<file path="config.mk">
export PLATFORM = sky130hd
export DESIGN_NAME = prl_pixel_route
export DESIGN_NICKNAME = d
export VERILOG_FILES = /design/src/logic/prl_fifo.v /design/src/logic/prl_pixel_route.v
export VERILOG_INCLUDE_DIRS = /design/src /design/src/logic
export SDC_FILE = /design/constraint.sdc
export NUM_CORES = 1
export LEC_CHECK = 0
export BUFFER_PORTS_ARGS = -buffer_cell sky130_fd_sc_hd__buf_2
export CAP_MARGIN = 20
export CORE_MARGIN = 10
export CORE_UTILIZATION = 49
export DETAILED_ROUTE_END_ITERATION = 12
export HOLD_SLACK_MARGIN = 0.02
export PLACE_DENSITY = 0.67
export SYNTH_ARGS = -nofsm -noshare
export SYNTH_HDL_FRONTEND = slang
export SYNTH_SLANG_ARGS = --single-unit
export TNS_END_PERCENT = 100
</file>
<file path="constraint.sdc">
create_clock -name sys_clk -period 11.1 [get_ports sys_clk]
set_input_delay 1.11 -clock sys_clk [delete_from_list [all_inputs] [get_ports sys_clk]]
set_output_delay 1.11 -clock sys_clk [all_outputs]
set_load 0.1 [all_outputs]
</file>
<file path="src/logic/prl_defines.vh">
// Register offsets, field positions, reset values and FIFO sizes for the pixel routing block
`ifndef PRL_DEFINES_VH
`define PRL_DEFINES_VH

// Offsets are word indices: each register owns one aligned word at four times its index
`define PRL_OFF_LINK_CFG 8'h18
`define PRL_OFF_ROUTE 8'h1a
`define PRL_OFF_CM_TRIM 8'h1b
`define PRL_OFF_LINE_LO 8'h20
`define PRL_OFF_LINE_HI 8'h21
`define PRL_OFF_CHAN_MODE 8'h10
`define PRL_OFF_STATUS 8'h40
`define PRL_OFF_PIX_CFG 8'h44

`define PRL_BIT_LINK_SINGLE 4
`define PRL_BIT_PARITY_SWAP 6
`define PRL_BIT_FLIP_A 5
`define PRL_BIT_FLIP_B 4
`define PRL_BIT_TERM_A 1
`define PRL_BIT_TERM_B 0
`define PRL_CHMODE_LSB 5

`define PRL_RST_LINK_CFG 8'h10
`define PRL_RST_ROUTE 8'h03
`define PRL_RST_CM_TRIM 8'h00
`define PRL_RST_LINE_LO 8'h00
`define PRL_RST_LINE_HI 8'h00
`define PRL_RST_CHAN_MODE 8'h20
`define PRL_MASK_ROUTE 8'h73
`define PRL_MASK_CM_TRIM 8'h33
`define PRL_MASK_LINE_HI 8'h0f
`define PRL_MASK_CHAN_MODE 8'h60
`define PRL_MASK_LINK_CFG 8'h1f

`define PRL_MODE_ODDEVEN 2'b00
`define PRL_MODE_LEFTRIGHT 2'b01
`define PRL_MODE_TWOSTREAM 2'b10
`define PRL_MODE_SINGLE 2'b11

`define PRL_CLK_SLOT 7'h63

`define PRL_FIFO_DEPTH 8
`define PRL_FIFO_AW 3
`define PRL_PIX_W 24

`endif

</file>
<file path="src/logic/prl_fifo.v">
// Small synchronous FIFO with valid/ready on both sides
`timescale 1ns/1ps
module prl_fifo #(
   parameter WIDTH = 26,
   parameter DEPTH = 8,
   parameter AW = 3
) (
   input wire sys_clk,
   input wire rst,
   input wire clkEn,
   input wire [WIDTH-1:0] inData,
   input wire inValid,
   output wire inReady,
   output reg [WIDTH-1:0] outData_q,
   output reg outValid_q,
   input wire outReady
);
   reg [WIDTH-1:0] mem [0:DEPTH-1];
   reg [AW:0] wrPtr_q;
   reg [AW:0] rdPtr_q;
   wire [AW:0] count;
   wire full;
   wire memEmpty;
   wire push;
   wire pop;

   assign count = wrPtr_q - rdPtr_q;
   assign full = (count == DEPTH[AW:0]);
   assign memEmpty = (count == {(AW+1){1'b0}});
   assign inReady = ~full;
   assign push = inValid & ~full;
   // Output register refills whenever it is empty or being taken
   assign pop = ~memEmpty & (~outValid_q | outReady);

   always @(posedge sys_clk) begin
      if (clkEn && push) begin
         mem[wrPtr_q[AW-1:0]] <= inData;
      end
   end

   always @(posedge sys_clk or posedge rst) begin
      if (rst) begin
         wrPtr_q <= {(AW+1){1'b0}};
         rdPtr_q <= {(AW+1){1'b0}};
         outData_q <= {WIDTH{1'b0}};
         outValid_q <= 1'b0;
      end else if (clkEn) begin
         if (push) begin
            wrPtr_q <= wrPtr_q + 1'b1;
         end
         if (pop) begin
            rdPtr_q <= rdPtr_q + 1'b1;
            outData_q <= mem[rdPtr_q[AW-1:0]];
            outValid_q <= 1'b1;
         end else if (outReady) begin
            outValid_q <= 1'b0;
         end
      end
   end
endmodule // prl_fifo

</file>
<file path="src/logic/prl_pixel_route.v">
// Pixel routing, lane order and line length configuration with APB registers
//
// Function
// - Parity swap clear: odd pixels to output A, even to B; set reverses.
// - Two-stream with swap set: input A stream to output B, B to A.
// - Output A flip: lane 0 swaps lane 3, lane 1 swaps clock, lane 2 kept.
// - Output B flip: lane 0 swaps lane 3, lane 1 swaps clock, lane 2 kept.
// - First line length is 12 bits; low register gives bits 7..0.
// - Single input: first line length is full active pixels per line.
// - Odd/even: line length counts odd pixels from input A.
// - Left/right: line length counts left-half pixels from input A to output A.
// - Two-stream: line length counts pixels of input A stream to output A.
// - Channel B timing used only with both outputs on and two-stream mode.
// - Pattern generator uses channel A timing outside two-stream; never sync delay.
// - Upper four line length bits come from bits 3..0 of next register.
// - Link bit clear enables both outputs; set enables only output A.
`timescale 1ns/1ps
`include "prl_defines.vh"
module prl_pixel_route (
   input wire sys_clk,
   input wire rst,
   input wire clkEn,
   // APB slave
   input wire psel,
   input wire penable,
   input wire pwrite,
   input wire [9:0] paddr,
   input wire [31:0] pwdata,
   output wire pready,
   output reg [31:0] prdata_q,
   output wire pslverr,
   // Pixel link, sampled on sys_clk and taken on each detected link clock rise
   input wire linkClk,
   input wire [23:0] pixInA,
   input wire [23:0] pixInB,
   input wire pixLineStart,
   output wire pixInReady,
   // Output lanes, each a 7-bit serial slot word per lane
   output reg [6:0] outALane0_q,
   output reg [6:0] outALane1_q,
   output reg [6:0] outALane2_q,
   output reg [6:0] outALane3_q,
   output reg [6:0] outAClk_q,
   output reg [6:0] outBLane0_q,
   output reg [6:0] outBLane1_q,
   output reg [6:0] outBLane2_q,
   output reg [6:0] outBLane3_q,
   output reg [6:0] outBClk_q,
   output wire outAEnable,
   output wire outBEnable,
   output reg lineDone_q,
   output wire [11:0] activeLineLength,
   output wire useChanBTiming,
   output wire patternUsesChanA
);
   ////////////////////////////////////////////////////////////////////////
   // Registers
   reg [7:0] linkCfg_q;
   reg [7:0] route_q;
   reg [7:0] cmTrim_q;
   reg [7:0] lineLo_q;
   reg [7:0] lineHi_q;
   reg [7:0] chanMode_q;
   reg [7:0] pixCfg_q;
   wire [1:0] chanMode;
   wire paritySwap;
   wire flipA;
   wire flipB;
   wire linkSingle;
   wire twoStream;
   wire wrEn;
   wire rdEn;
   reg [31:0] rdMux;
   reg addrHit;
   reg [11:0] lineCount_q;
   wire [7:0] regIdx;
   wire alignOk;

   assign chanMode = chanMode_q[`PRL_CHMODE_LSB+1:`PRL_CHMODE_LSB];
   assign paritySwap = route_q[`PRL_BIT_PARITY_SWAP];
   assign flipA = route_q[`PRL_BIT_FLIP_A];
   assign flipB = route_q[`PRL_BIT_FLIP_B];
   assign linkSingle = linkCfg_q[`PRL_BIT_LINK_SINGLE];
   assign twoStream = (chanMode == `PRL_MODE_TWOSTREAM);

   ////////////////////////////////////////////////////////////////////////
   // Address decode
   // Each register owns one aligned word, so the offsets act as word indices
   assign regIdx = paddr[9:2];
   // Low address bits are not byte lanes here; a stray one misses every register
   assign alignOk = (paddr[1:0] == 2'b00);

   ////////////////////////////////////////////////////////////////////////
   // Bus handshake
   // Zero wait state slave
   assign pready = 1'b1;
   assign pslverr = psel & penable & ~addrHit;
   assign wrEn = psel & penable & pwrite & addrHit;
   assign rdEn = psel & ~penable & ~pwrite;

   ////////////////////////////////////////////////////////////////////////
   // Read path
   always @* begin
      addrHit = alignOk;
      rdMux = 32'h0;
      case (regIdx)
         `PRL_OFF_LINK_CFG: rdMux = {24'h0, linkCfg_q};
         `PRL_OFF_ROUTE: rdMux = {24'h0, route_q};
         `PRL_OFF_CM_TRIM: rdMux = {24'h0, cmTrim_q};
         `PRL_OFF_LINE_LO: rdMux = {24'h0, lineLo_q};
         `PRL_OFF_LINE_HI: rdMux = {24'h0, lineHi_q};
         `PRL_OFF_CHAN_MODE: rdMux = {24'h0, chanMode_q};
         `PRL_OFF_PIX_CFG: rdMux = {24'h0, pixCfg_q};
         `PRL_OFF_STATUS: rdMux = {20'h0, lineCount_q};
         default: addrHit = 1'b0;
      endcase
   end

   ////////////////////////////////////////////////////////////////////////
   // Register file
   always @(posedge sys_clk or posedge rst) begin
      if (rst) begin
         linkCfg_q <= `PRL_RST_LINK_CFG;
         route_q <= `PRL_RST_ROUTE;
         cmTrim_q <= `PRL_RST_CM_TRIM;
         lineLo_q <= `PRL_RST_LINE_LO;
         lineHi_q <= `PRL_RST_LINE_HI;
         chanMode_q <= `PRL_RST_CHAN_MODE;
         pixCfg_q <= 8'h0;
         prdata_q <= 32'h0;
      end else if (clkEn) begin
         if (rdEn) begin
            prdata_q <= rdMux;
         end
         if (wrEn) begin
            case (regIdx)
               `PRL_OFF_LINK_CFG: linkCfg_q <= pwdata[7:0] & `PRL_MASK_LINK_CFG;
               `PRL_OFF_ROUTE: route_q <= pwdata[7:0] & `PRL_MASK_ROUTE;
               `PRL_OFF_CM_TRIM: cmTrim_q <= pwdata[7:0] & `PRL_MASK_CM_TRIM;
               `PRL_OFF_LINE_LO: lineLo_q <= pwdata[7:0];
               `PRL_OFF_LINE_HI: lineHi_q <= pwdata[7:0] & `PRL_MASK_LINE_HI;
               `PRL_OFF_CHAN_MODE: chanMode_q <= pwdata[7:0] & `PRL_MASK_CHAN_MODE;
               `PRL_OFF_PIX_CFG: pixCfg_q <= pwdata[7:0];
               default: pixCfg_q <= pixCfg_q;
            endcase
         end
      end
   end

   ////////////////////////////////////////////////////////////////////////
   // Derived controls
   // Low byte gives bits 7..0, next register bits 3..0 the top nibble
   assign activeLineLength = {lineHi_q[3:0], lineLo_q};

   // Dual link unless single-link bit set
   assign outAEnable = 1'b1;
   assign outBEnable = ~linkSingle;

   // Channel B timing only for two-stream with both outputs on
   assign useChanBTiming = twoStream & ~linkSingle;
   // Sync delay never feeds the pattern generator, so only A/B select here
   assign patternUsesChanA = ~useChanBTiming;

   ////////////////////////////////////////////////////////////////////////
   // Link clock sampling and edge detect
   reg linkSync1_q;
   reg linkSync2_q;
   reg linkPrev_q;
   reg [23:0] pixASync1_q;
   reg [23:0] pixASync2_q;
   reg [23:0] pixBSync1_q;
   reg [23:0] pixBSync2_q;
   reg startSync1_q;
   reg startSync2_q;
   wire linkRise;

   always @(posedge sys_clk or posedge rst) begin
      if (rst) begin
         linkSync1_q <= 1'b0;
         linkSync2_q <= 1'b0;
         linkPrev_q <= 1'b0;
         pixASync1_q <= 24'h0;
         pixASync2_q <= 24'h0;
         pixBSync1_q <= 24'h0;
         pixBSync2_q <= 24'h0;
         startSync1_q <= 1'b0;
         startSync2_q <= 1'b0;
      end else if (clkEn) begin
         linkSync1_q <= linkClk;
         linkSync2_q <= linkSync1_q;
         linkPrev_q <= linkSync2_q;
         pixASync1_q <= pixInA;
         pixASync2_q <= pixASync1_q;
         pixBSync1_q <= pixInB;
         pixBSync2_q <= pixBSync1_q;
         startSync1_q <= pixLineStart;
         startSync2_q <= startSync1_q;
      end
   end

   // Data sampled two stages late matches the delayed clock edge
   assign linkRise = linkSync2_q & ~linkPrev_q;

   ////////////////////////////////////////////////////////////////////////
   // Steering into the output FIFO
   reg [23:0] toA;
   reg [23:0] toB;
   reg [11:0] lineTarget;
   wire [11:0] countBase;
   wire pixTaken;
   wire [47:0] fifoOut;
   wire fifoOutValid;
   wire fifoInReady;
   wire lineEnd;

   always @* begin
      // Odd/even and left/right: A input carries odd or left pixels
      if (paritySwap) begin
         toA = pixBSync2_q;
         toB = pixASync2_q;
      end else begin
         toA = pixASync2_q;
         toB = pixBSync2_q;
      end
   end

   always @* begin
      // All arrangements count input A pixels against the first length
      case (chanMode)
         `PRL_MODE_SINGLE: lineTarget = activeLineLength;
         `PRL_MODE_ODDEVEN: lineTarget = activeLineLength;
         `PRL_MODE_LEFTRIGHT: lineTarget = activeLineLength;
         `PRL_MODE_TWOSTREAM: lineTarget = activeLineLength;
         default: lineTarget = activeLineLength;
      endcase
   end

   assign pixInReady = fifoInReady;
   assign pixTaken = linkRise & fifoInReady;
   // The line-start pixel is itself the first pixel of the count
   assign countBase = startSync2_q ? 12'h0 : lineCount_q;
   // A zero length never ends a line, so the counter just wraps
   assign lineEnd = pixTaken & (lineTarget != 12'h0) & (countBase == lineTarget - 12'h1);

   ////////////////////////////////////////////////////////////////////////
   // Line counter
   always @(posedge sys_clk or posedge rst) begin
      if (rst) begin
         lineCount_q <= 12'h0;
         lineDone_q <= 1'b0;
      end else if (clkEn) begin
         lineDone_q <= lineEnd;
         if (lineEnd) begin
            lineCount_q <= 12'h0;
         end else if (pixTaken) begin
            lineCount_q <= countBase + 12'h1;
         end else if (linkRise && startSync2_q) begin
            // A dropped start pixel still restarts the line
            lineCount_q <= 12'h0;
         end
      end
   end

   ////////////////////////////////////////////////////////////////////////
   // Output FIFO
   prl_fifo #(
      .WIDTH(48),
      .DEPTH(`PRL_FIFO_DEPTH),
      .AW(`PRL_FIFO_AW)
   ) u_fifo (
      .sys_clk(sys_clk),
      .rst(rst),
      .clkEn(clkEn),
      .inData({toB, toA}),
      .inValid(linkRise),
      .inReady(fifoInReady),
      .outData_q(fifoOut),
      .outValid_q(fifoOutValid),
      // Lanes take a word every cycle, so the FIFO output never stalls
      .outReady(1'b1)
   );

   ////////////////////////////////////////////////////////////////////////
   // Lane mapping with optional reversal per output
   // Index 0 is output A, index 1 output B
   wire [34:0] slotWord [0:1];
   wire [1:0] flipSel;
   wire [1:0] chanOn;
   wire [6:0] lane0_d [0:1];
   wire [6:0] lane1_d [0:1];
   wire [6:0] lane2_d [0:1];
   wire [6:0] lane3_d [0:1];
   wire [6:0] clkSlot_d [0:1];
   genvar ch;

   assign slotWord[0] = {fifoOut[23:0], 4'h0, fifoOut[2:0], 4'h0};
   assign slotWord[1] = {fifoOut[47:24], 4'h0, fifoOut[26:24], 4'h0};
   assign flipSel = {flipB, flipA};
   assign chanOn = {outBEnable, outAEnable};

   generate
      for (ch = 0; ch < 2; ch = ch + 1) begin : g_lane
         wire [34:0] src;
         wire [6:0] clkWord;
         // A disabled output drives idle words on all five pairs
         assign src = chanOn[ch] ? slotWord[ch] : 35'h0;
         assign clkWord = chanOn[ch] ? `PRL_CLK_SLOT : 7'h0;
         // Flip trades lane 0 with lane 3 and lane 1 with the clock pair; lane 2 never moves
         assign lane0_d[ch] = flipSel[ch] ? src[13:7] : src[34:28];
         assign lane1_d[ch] = flipSel[ch] ? clkWord : src[27:21];
         assign lane2_d[ch] = src[20:14];
         assign lane3_d[ch] = flipSel[ch] ? src[34:28] : src[13:7];
         assign clkSlot_d[ch] = flipSel[ch] ? src[27:21] : clkWord;
      end
   endgenerate

   always @(posedge sys_clk or posedge rst) begin
      if (rst) begin
         outALane0_q <= 7'h0;
         outALane1_q <= 7'h0;
         outALane2_q <= 7'h0;
         outALane3_q <= 7'h0;
         outAClk_q <= 7'h0;
         outBLane0_q <= 7'h0;
         outBLane1_q <= 7'h0;
         outBLane2_q <= 7'h0;
         outBLane3_q <= 7'h0;
         outBClk_q <= 7'h0;
      end else if (clkEn && fifoOutValid) begin
         outALane0_q <= lane0_d[0];
         outALane1_q <= lane1_d[0];
         outALane2_q <= lane2_d[0];
         outALane3_q <= lane3_d[0];
         outAClk_q <= clkSlot_d[0];
         outBLane0_q <= lane0_d[1];
         outBLane1_q <= lane1_d[1];
         outBLane2_q <= lane2_d[1];
         outBLane3_q <= lane3_d[1];
         outBClk_q <= clkSlot_d[1];
      end
   end
endmodule // prl_pixel_route

</file>
# Yosys cells after proc, flatten, opt, wreduce, memory -nomap -nowiden
# Memories as Yosys holds them, arrays and structs flattened. A register that Yosys moved wholly into a read port is not among the register bits.
# Index checks and enable logic that the tools add are counted.
[op_classes] n_addsub=5 n_eq_ne=13 n_mux=22 bitwise_logic=19 reduce_logical=21
[ops] operator="one-hot mux 12 bit (8 select lines)" count=1
[ops] operator="two-way mux 7 bit" count=9
[ops] operator="two-way mux 12 bit" count=5
[ops] operator="two-way mux 24 bit" count=2
[ops] operator="two-way mux 35 bit" count=1
[ops] operator="== test 8 x 5 -> 1 bit (second input constant)" count=4
[ops] operator="AND reduction 3 bit" count=7
[ops] operator="== test 8 x 6 -> 1 bit (second input constant)" count=2
[ops] operator="== test 8 x 7 -> 1 bit (second input constant)" count=2
[ops] operator="adder 12 x 1 -> 12 bit (second input constant)" count=1
[ops] operator="== test 12 bit" count=1
[ops] operator="nonzero test 12 bit" count=1
[ops] operator="subtractor 12 x 1 -> 12 bit (second input constant)" count=1
[ops] operator="bitwise AND 1 bit" count=11
[ops] operator="adder 4 x 1 -> 4 bit (second input constant)" count=2
[ops] operator="NOT 1 bit" count=8
[ops] operator="AND reduction 2 bit" count=4
[ops] operator="OR reduction 8 bit" count=1
[ops] operator="== test 2 bit (second input constant)" count=2
[ops] operator="== test 4 bit (second input constant)" count=1
[ops] operator="logical NOT 2 bit" count=2
[ops] operator="logical NOT 4 bit" count=1
[ops] operator="two-way mux 1 bit" count=4
[ops] operator="OR reduction 4 bit" count=1
[ops] operator="other kinds (4)" count=6
[word_totals] ff_bits=261 ram_bits=384 input_bits=98 out_inout_bits=122 wordCells=113 n_memories=1
[mem_list] memory="u_fifo.mem" depth=8 word_bits=48 rd=1 rd_ports_with_merged_regs=1 wr=1 line="prl_fifo.v:18" rtl="reg [WIDTH-1:0] mem [0:DEPTH-1];"

# Logic depth before layout (Yosys ltp)
[depth] depth_word=8 ltp_mapped=14 ltp_nobuf=11

# By module
# From an unflattened synthesis, not the netlist that was laid out.
[unflattened] hier_cells=1744 area_unflattened_um2=27626.5
[modules_own_cells] module="prl_fifo" n_inst=1 cells_each=831 area_each_um2=16841.2 seq_area_each_um2=12957.4
[modules_own_cells] module="prl_pixel_route" n_inst=1 cells_each=913 area_each_um2=10785.3 seq_area_each_um2=5810.6

# Worst setup path after synthesis
# Ideal clock, no wire load.
[synth_timing] path_type="register to register" start="register u_fifo.rdPtr_q[1]" end="memory u_fifo.mem[2][0], enable pin" setup_time_ns=0.590 arrival_ns=7.619 path_slack_ns=2.891 path_stages_with_launch=12 path_buffers=2 period_less_slack_ns=8.209 cell_sequence="dfrtp_1 > clkbuf_1 > inv_2 > clkbuf_1 > ha_1 > nor2b_1 > o21ai_0 > and3_1 > nor3_1 > inv_1 > nand2_1 > nor4b_1"
[synth_between] elab_chain_cells=7
[synth_rtl] element="start: declaration" line="prl_fifo.v:20" rtl="reg [AW:0] rdPtr_q;"
[synth_rtl] element="start signal: assignment" line="prl_fifo.v:44" rtl="rdPtr_q <= {(AW+1){1'b0}};"
[synth_rtl] element="start signal: assignment" line="prl_fifo.v:52" rtl="rdPtr_q <= rdPtr_q + 1'b1;"
[synth_rtl] element="subtractor 4 bit" line="prl_fifo.v:27" rtl="assign count = wrPtr_q - rdPtr_q;"
[synth_rtl] element="== test 4 bit" line="prl_fifo.v:28" rtl="assign full = (count == DEPTH[AW:0]);"
[synth_rtl] element="NOT 1 bit"
[synth_rtl] element="via pixInReady" line="prl_pixel_route.v:37" rtl="output wire pixInReady,"
[synth_rtl] element="bitwise AND 1 bit" line="prl_fifo.v:31" rtl="assign push = inValid & ~full;"
[synth_rtl] element="logical AND 1 bit" line="prl_fifo.v:36" rtl="if (clkEn && push) begin"
[synth_rtl] element="two-way mux 1 bit" line="prl_fifo.v:36"
[synth_rtl] element="two-way mux 1 bit (not written as such)" line="prl_fifo.v:37" rtl="mem[wrPtr_q[AW-1:0]] <= inData;"
[synth_rtl] element="end: declaration" line="prl_fifo.v:18"
# The timed path passes the listed nets, and every way through them passes these cells.

# Final worst setup path
[layout_timing] start="register u_fifo.rdPtr_q[2]" end="output port pixInReady"
[layout_between] elab_chain_cells=3
[layout_rtl] element="subtractor 4 bit" line="prl_fifo.v:27"
[layout_rtl] element="== test 4 bit" line="prl_fifo.v:28"
[layout_rtl] element="NOT 1 bit" line="prl_fifo.v:30" rtl="assign inReady = ~full;"
[layout_rtl] element="end: declaration" line="prl_pixel_route.v:37"
# Every way passes these cells.

==> metrics.txt <==
Congestion Overflow GR 0; Max Cap Viol 0; register area share after synthesis 0.685; Clk network pwr share 0.303; Yosys Warn Count 0; Post-Route Setup TNS 0 ns; Simple-Gate Fraction of Synth Area 0.0675; area of the multi-input gates between 8000 and 9000 um^2; crit path capture type primary output; Final Setup Violations 0; Sw Pwr approximately 2.4 mW; Top Family by Delay on Critical Path flip-flops; FF/Latch Area ~19000 um^2; crit start category flip-flop; Synth top area share 0.421; mean post-synth cell area ~16 um^2; total number of vias about 15000; worst-margin pin slew 1.05 ns; RSZ-0062 raised after global routing no; largest family of logic cells by synthesized area multiplexers; antenna violations before repair 5; Synth Area in Compound Gates 0.0462; CTS Sinks between 600 and 700; GRT Util Overall 0.184; Int Power between 4 and 5 mW; vias in the first global route 15670; Pwr Density ~230 nW/um^2; post-route minimum period 4.35 ns; sw frac 0.325; DP Wirelength 36.1 mm; synth unique cells approximately 70; prevailing post-synth register cell edfxtp_1; setup bufs post-CTS 0; worst setup path category reg2out; Rows 86; hold buffer count at CTS 0; fillers 4331; crit-path max FO 46; Total Nets Final between 2000 and 2500; Worst Hold Class reg2reg; Hold Vio Cnt, Final 0; Clock Tree Root clkbuf_16; status complete, no violations; post-synth design cell area 27400 um^2; worst clock skew approximately 0.023 ns; CP Buf/Inv Count 3; Routed WL between 60 and 70 mm; EDFF count, synth around 380; post-synthesis mux area share 0.165; Pwr Total roughly 7.3 mW; sequential power share 0.448; TritonCTS clock tree yes; Post-Synth XOR/XNOR Area 0.00914; synth top area cells edfxtp_1 42%, dfrtp_1 26%, mux2_2 8.0%; via/cell ratio about 5.6; H-tree Lvls 3; Syn Inst Count roughly 1800; DIE AREA ~66000 um^2; die width between 200 and 300 um; final antenna-violating net count 0; CP most frequent cell inv_1; pin count of the biggest net entering global routing 155; cell taking the most area after synthesis edfxtp_1; maximum clock rate 0.230 GHz; most common cell after layout, fill and taps aside edfxtp_1; DRT met1 WL 27.7 mm; WL met2 approximately 27 mm; # diodes 0; Arr. time, crit path approximately 3.2 ns; initial drt markers 1126; Post-CTS Resized 0; clk slew on worst S/H paths about 0.060 ns; final period utilization 0.392; post-synthesis register bit count between 600 and 700; fraction of registers with async set or reset after synthesis 0.429; crit path max-delay cell type dfrtp_4; drt wl/cell roughly 22 um; synthesized-area fraction occupied by adder cells 0.00366; layout cells sized above 1 0.311; leading cell types in the layout, fill and taps excluded 384 x edfxtp_1, 281 x dfrtp_1, 197 x nand2_1; VDD IR max ~200 uV; io pins 220; Leak about 12 nW; Die H 256 um; Remaining DRCs 0; latest clock arrival within the worst-skew pair between 0.5 and 0.6 ns; Area Overhead vs Synth 13.6%; slowest cell delay on critical path about 0.91 ns; TritonCTS buffer count 68; first-pass GRT wire length about 95 mm; Initial Util 0.496; Relative slew margins 0.293; core area roughly 55000 um^2; CTS max path bufs 3; Gate power share 0.248; Crit path required time around 10 ns; met3 WL a little over 4 mm; Port Buffers between 150 and 200; final slew viol count 0; Final Wtd Congestion ~0.86; worst path cell trace inv_1 -> ha_1 -> xnor2_1 -> nand3_1 -> nor3_1 -> inv_1 -> buf_2; uppermost routed layer met5; First-pass DRT Iterations 5
## per-layer routing
layer,vias to the layer above,GRT usage
met2,441,0.280
li1,6877,-
met3,81,0.0424
met4,8,0.0495
met5,-,0
met1,7828,0.263
## cell type report
| class | count | share of cell area |
|---|---|---|
| sequential | 673 | 0.603 |
| tap | 748 | 0.0301 |
| inverter | 20 | 0.00265 |
| clock buffer | 104 | 0.0616 |
| multi-input combinational | 957 | 0.261 |
| clock inverter | 18 | 0.00708 |
| timing repair buffer | 195 | 0.0342 |
## worst reg2reg max path: stages, from the launching register on
cell and delay [ns]:
dfrtp_4 0.91, inv_1 0.11, ha_1 0.34, o21ai_0 0.11, a21oi_1 0.20, nor3_1 0.13
inv_1 0.11, and2_1 0.31, nand2_1 0.25, nor2_4 0.32, buf_4 0.67
## registers in the layout (all words and copies together) (netlist names), 5 cells and up
register / cells
outALane2_q: 7
outAClk_q: 7
prdata_q: 12
outALane3_q: 7
outBLane3_q: 7
outALane1_q: 7
u_fifo.mem: 384
outBClk_q: 7
outALane0_q: 7
pixASync1_q: 24
pixASync2_q: 24
pixBSync1_q: 24
pixBSync2_q: 24
route_q: 5
outBLane1_q: 7
lineCount_q: 12
u_fifo.outData_q: 48
outBLane0_q: 7
outBLane2_q: 7
lineLo_q: 8
pixCfg_q: 8
linkCfg_q: 5
## metrics by stage
| step | area [um^2] | util | worst slack [ns] | hold slack (ns) | instances |
|---|---|---|---|---|---|
| after global routing | 31100 | 0.564 | 6.49 | 0.503 | 2715 |
| after floorplan | 27500 | - | 2.02 | 0.460 | 1771 |
| final | 31100 | 0.564 | 6.75 | 0.472 | 2715 |
| after global placement | 29000 | 0.524 | 6.94 | 0.461 | 2591 |
| after detailed placement | 29000 | 0.524 | 6.93 | 0.465 | 2591 |
| after CTS | 31100 | 0.563 | 6.66 | 0.479 | 2713 |
## final timing paths
path                                   start                end  slack (ns)  cells after the start
max reg2reg                u_fifo.rdPtr_q[2]  u_fifo.mem[7][38]        7.24                     10
max in group asynchronous                rst         route_q[6]        8.91                      3
min reg2reg                     outAClk_q[1]       outAClk_q[1]        0.47                      2
min in group asynchronous                rst    pixASync1_q[10]        0.75                      2
max                        u_fifo.rdPtr_q[2]         pixInReady        6.75                      7
min                             outAClk_q[1]       outAClk_q[1]        0.47                      2
## power by group through the flow
stage                     logic, mW  clock network, mW  registers [mW]
final                          1.81               2.21            3.27
after global routing           1.96               2.37            3.32
after CTS                      1.84               2.27            3.28
after detailed placement       1.83                  0            3.32
after global placement         1.80                  0            3.31
after floorplan                1.12                  0            3.57
## cells in the mapped netlist (4+ instances only)
master and count:
a211o_1 4, a21oi_1 10, a22o_1 16, a22oi_1 12, a31oi_1 59, and2_1 4, and3_1 5, buf_1 7
buf_2 13, buf_4 22, clkbuf_1 78, dfrtp_1 285, dfstp_2 4, edfxtp_1 384, ha_1 8, inv_1 19
mux2_2 194, mux2i_1 16, mux4_2 96, nand2_1 198, nand2b_1 14, nand3_1 13, nand4_1 8, nor2_1 87
nor2b_1 19, nor3_1 19, nor3b_1 4, o21ai_0 68, o31ai_1 4, xnor2_1 18, xor2_1 8
## kinds of logic after synthesis
group / Yosys count
AO/OA/AOI/OAI: 194
XOR/XNOR: 27
adder cells (fa/ha/maj): 8
buffers and inverters: 141
flip-flops: 673
multiplexers: 306
other: 2
AND/OR/NAND/NOR: 400
Note: power is estimated with default switching activity, not from simulation.
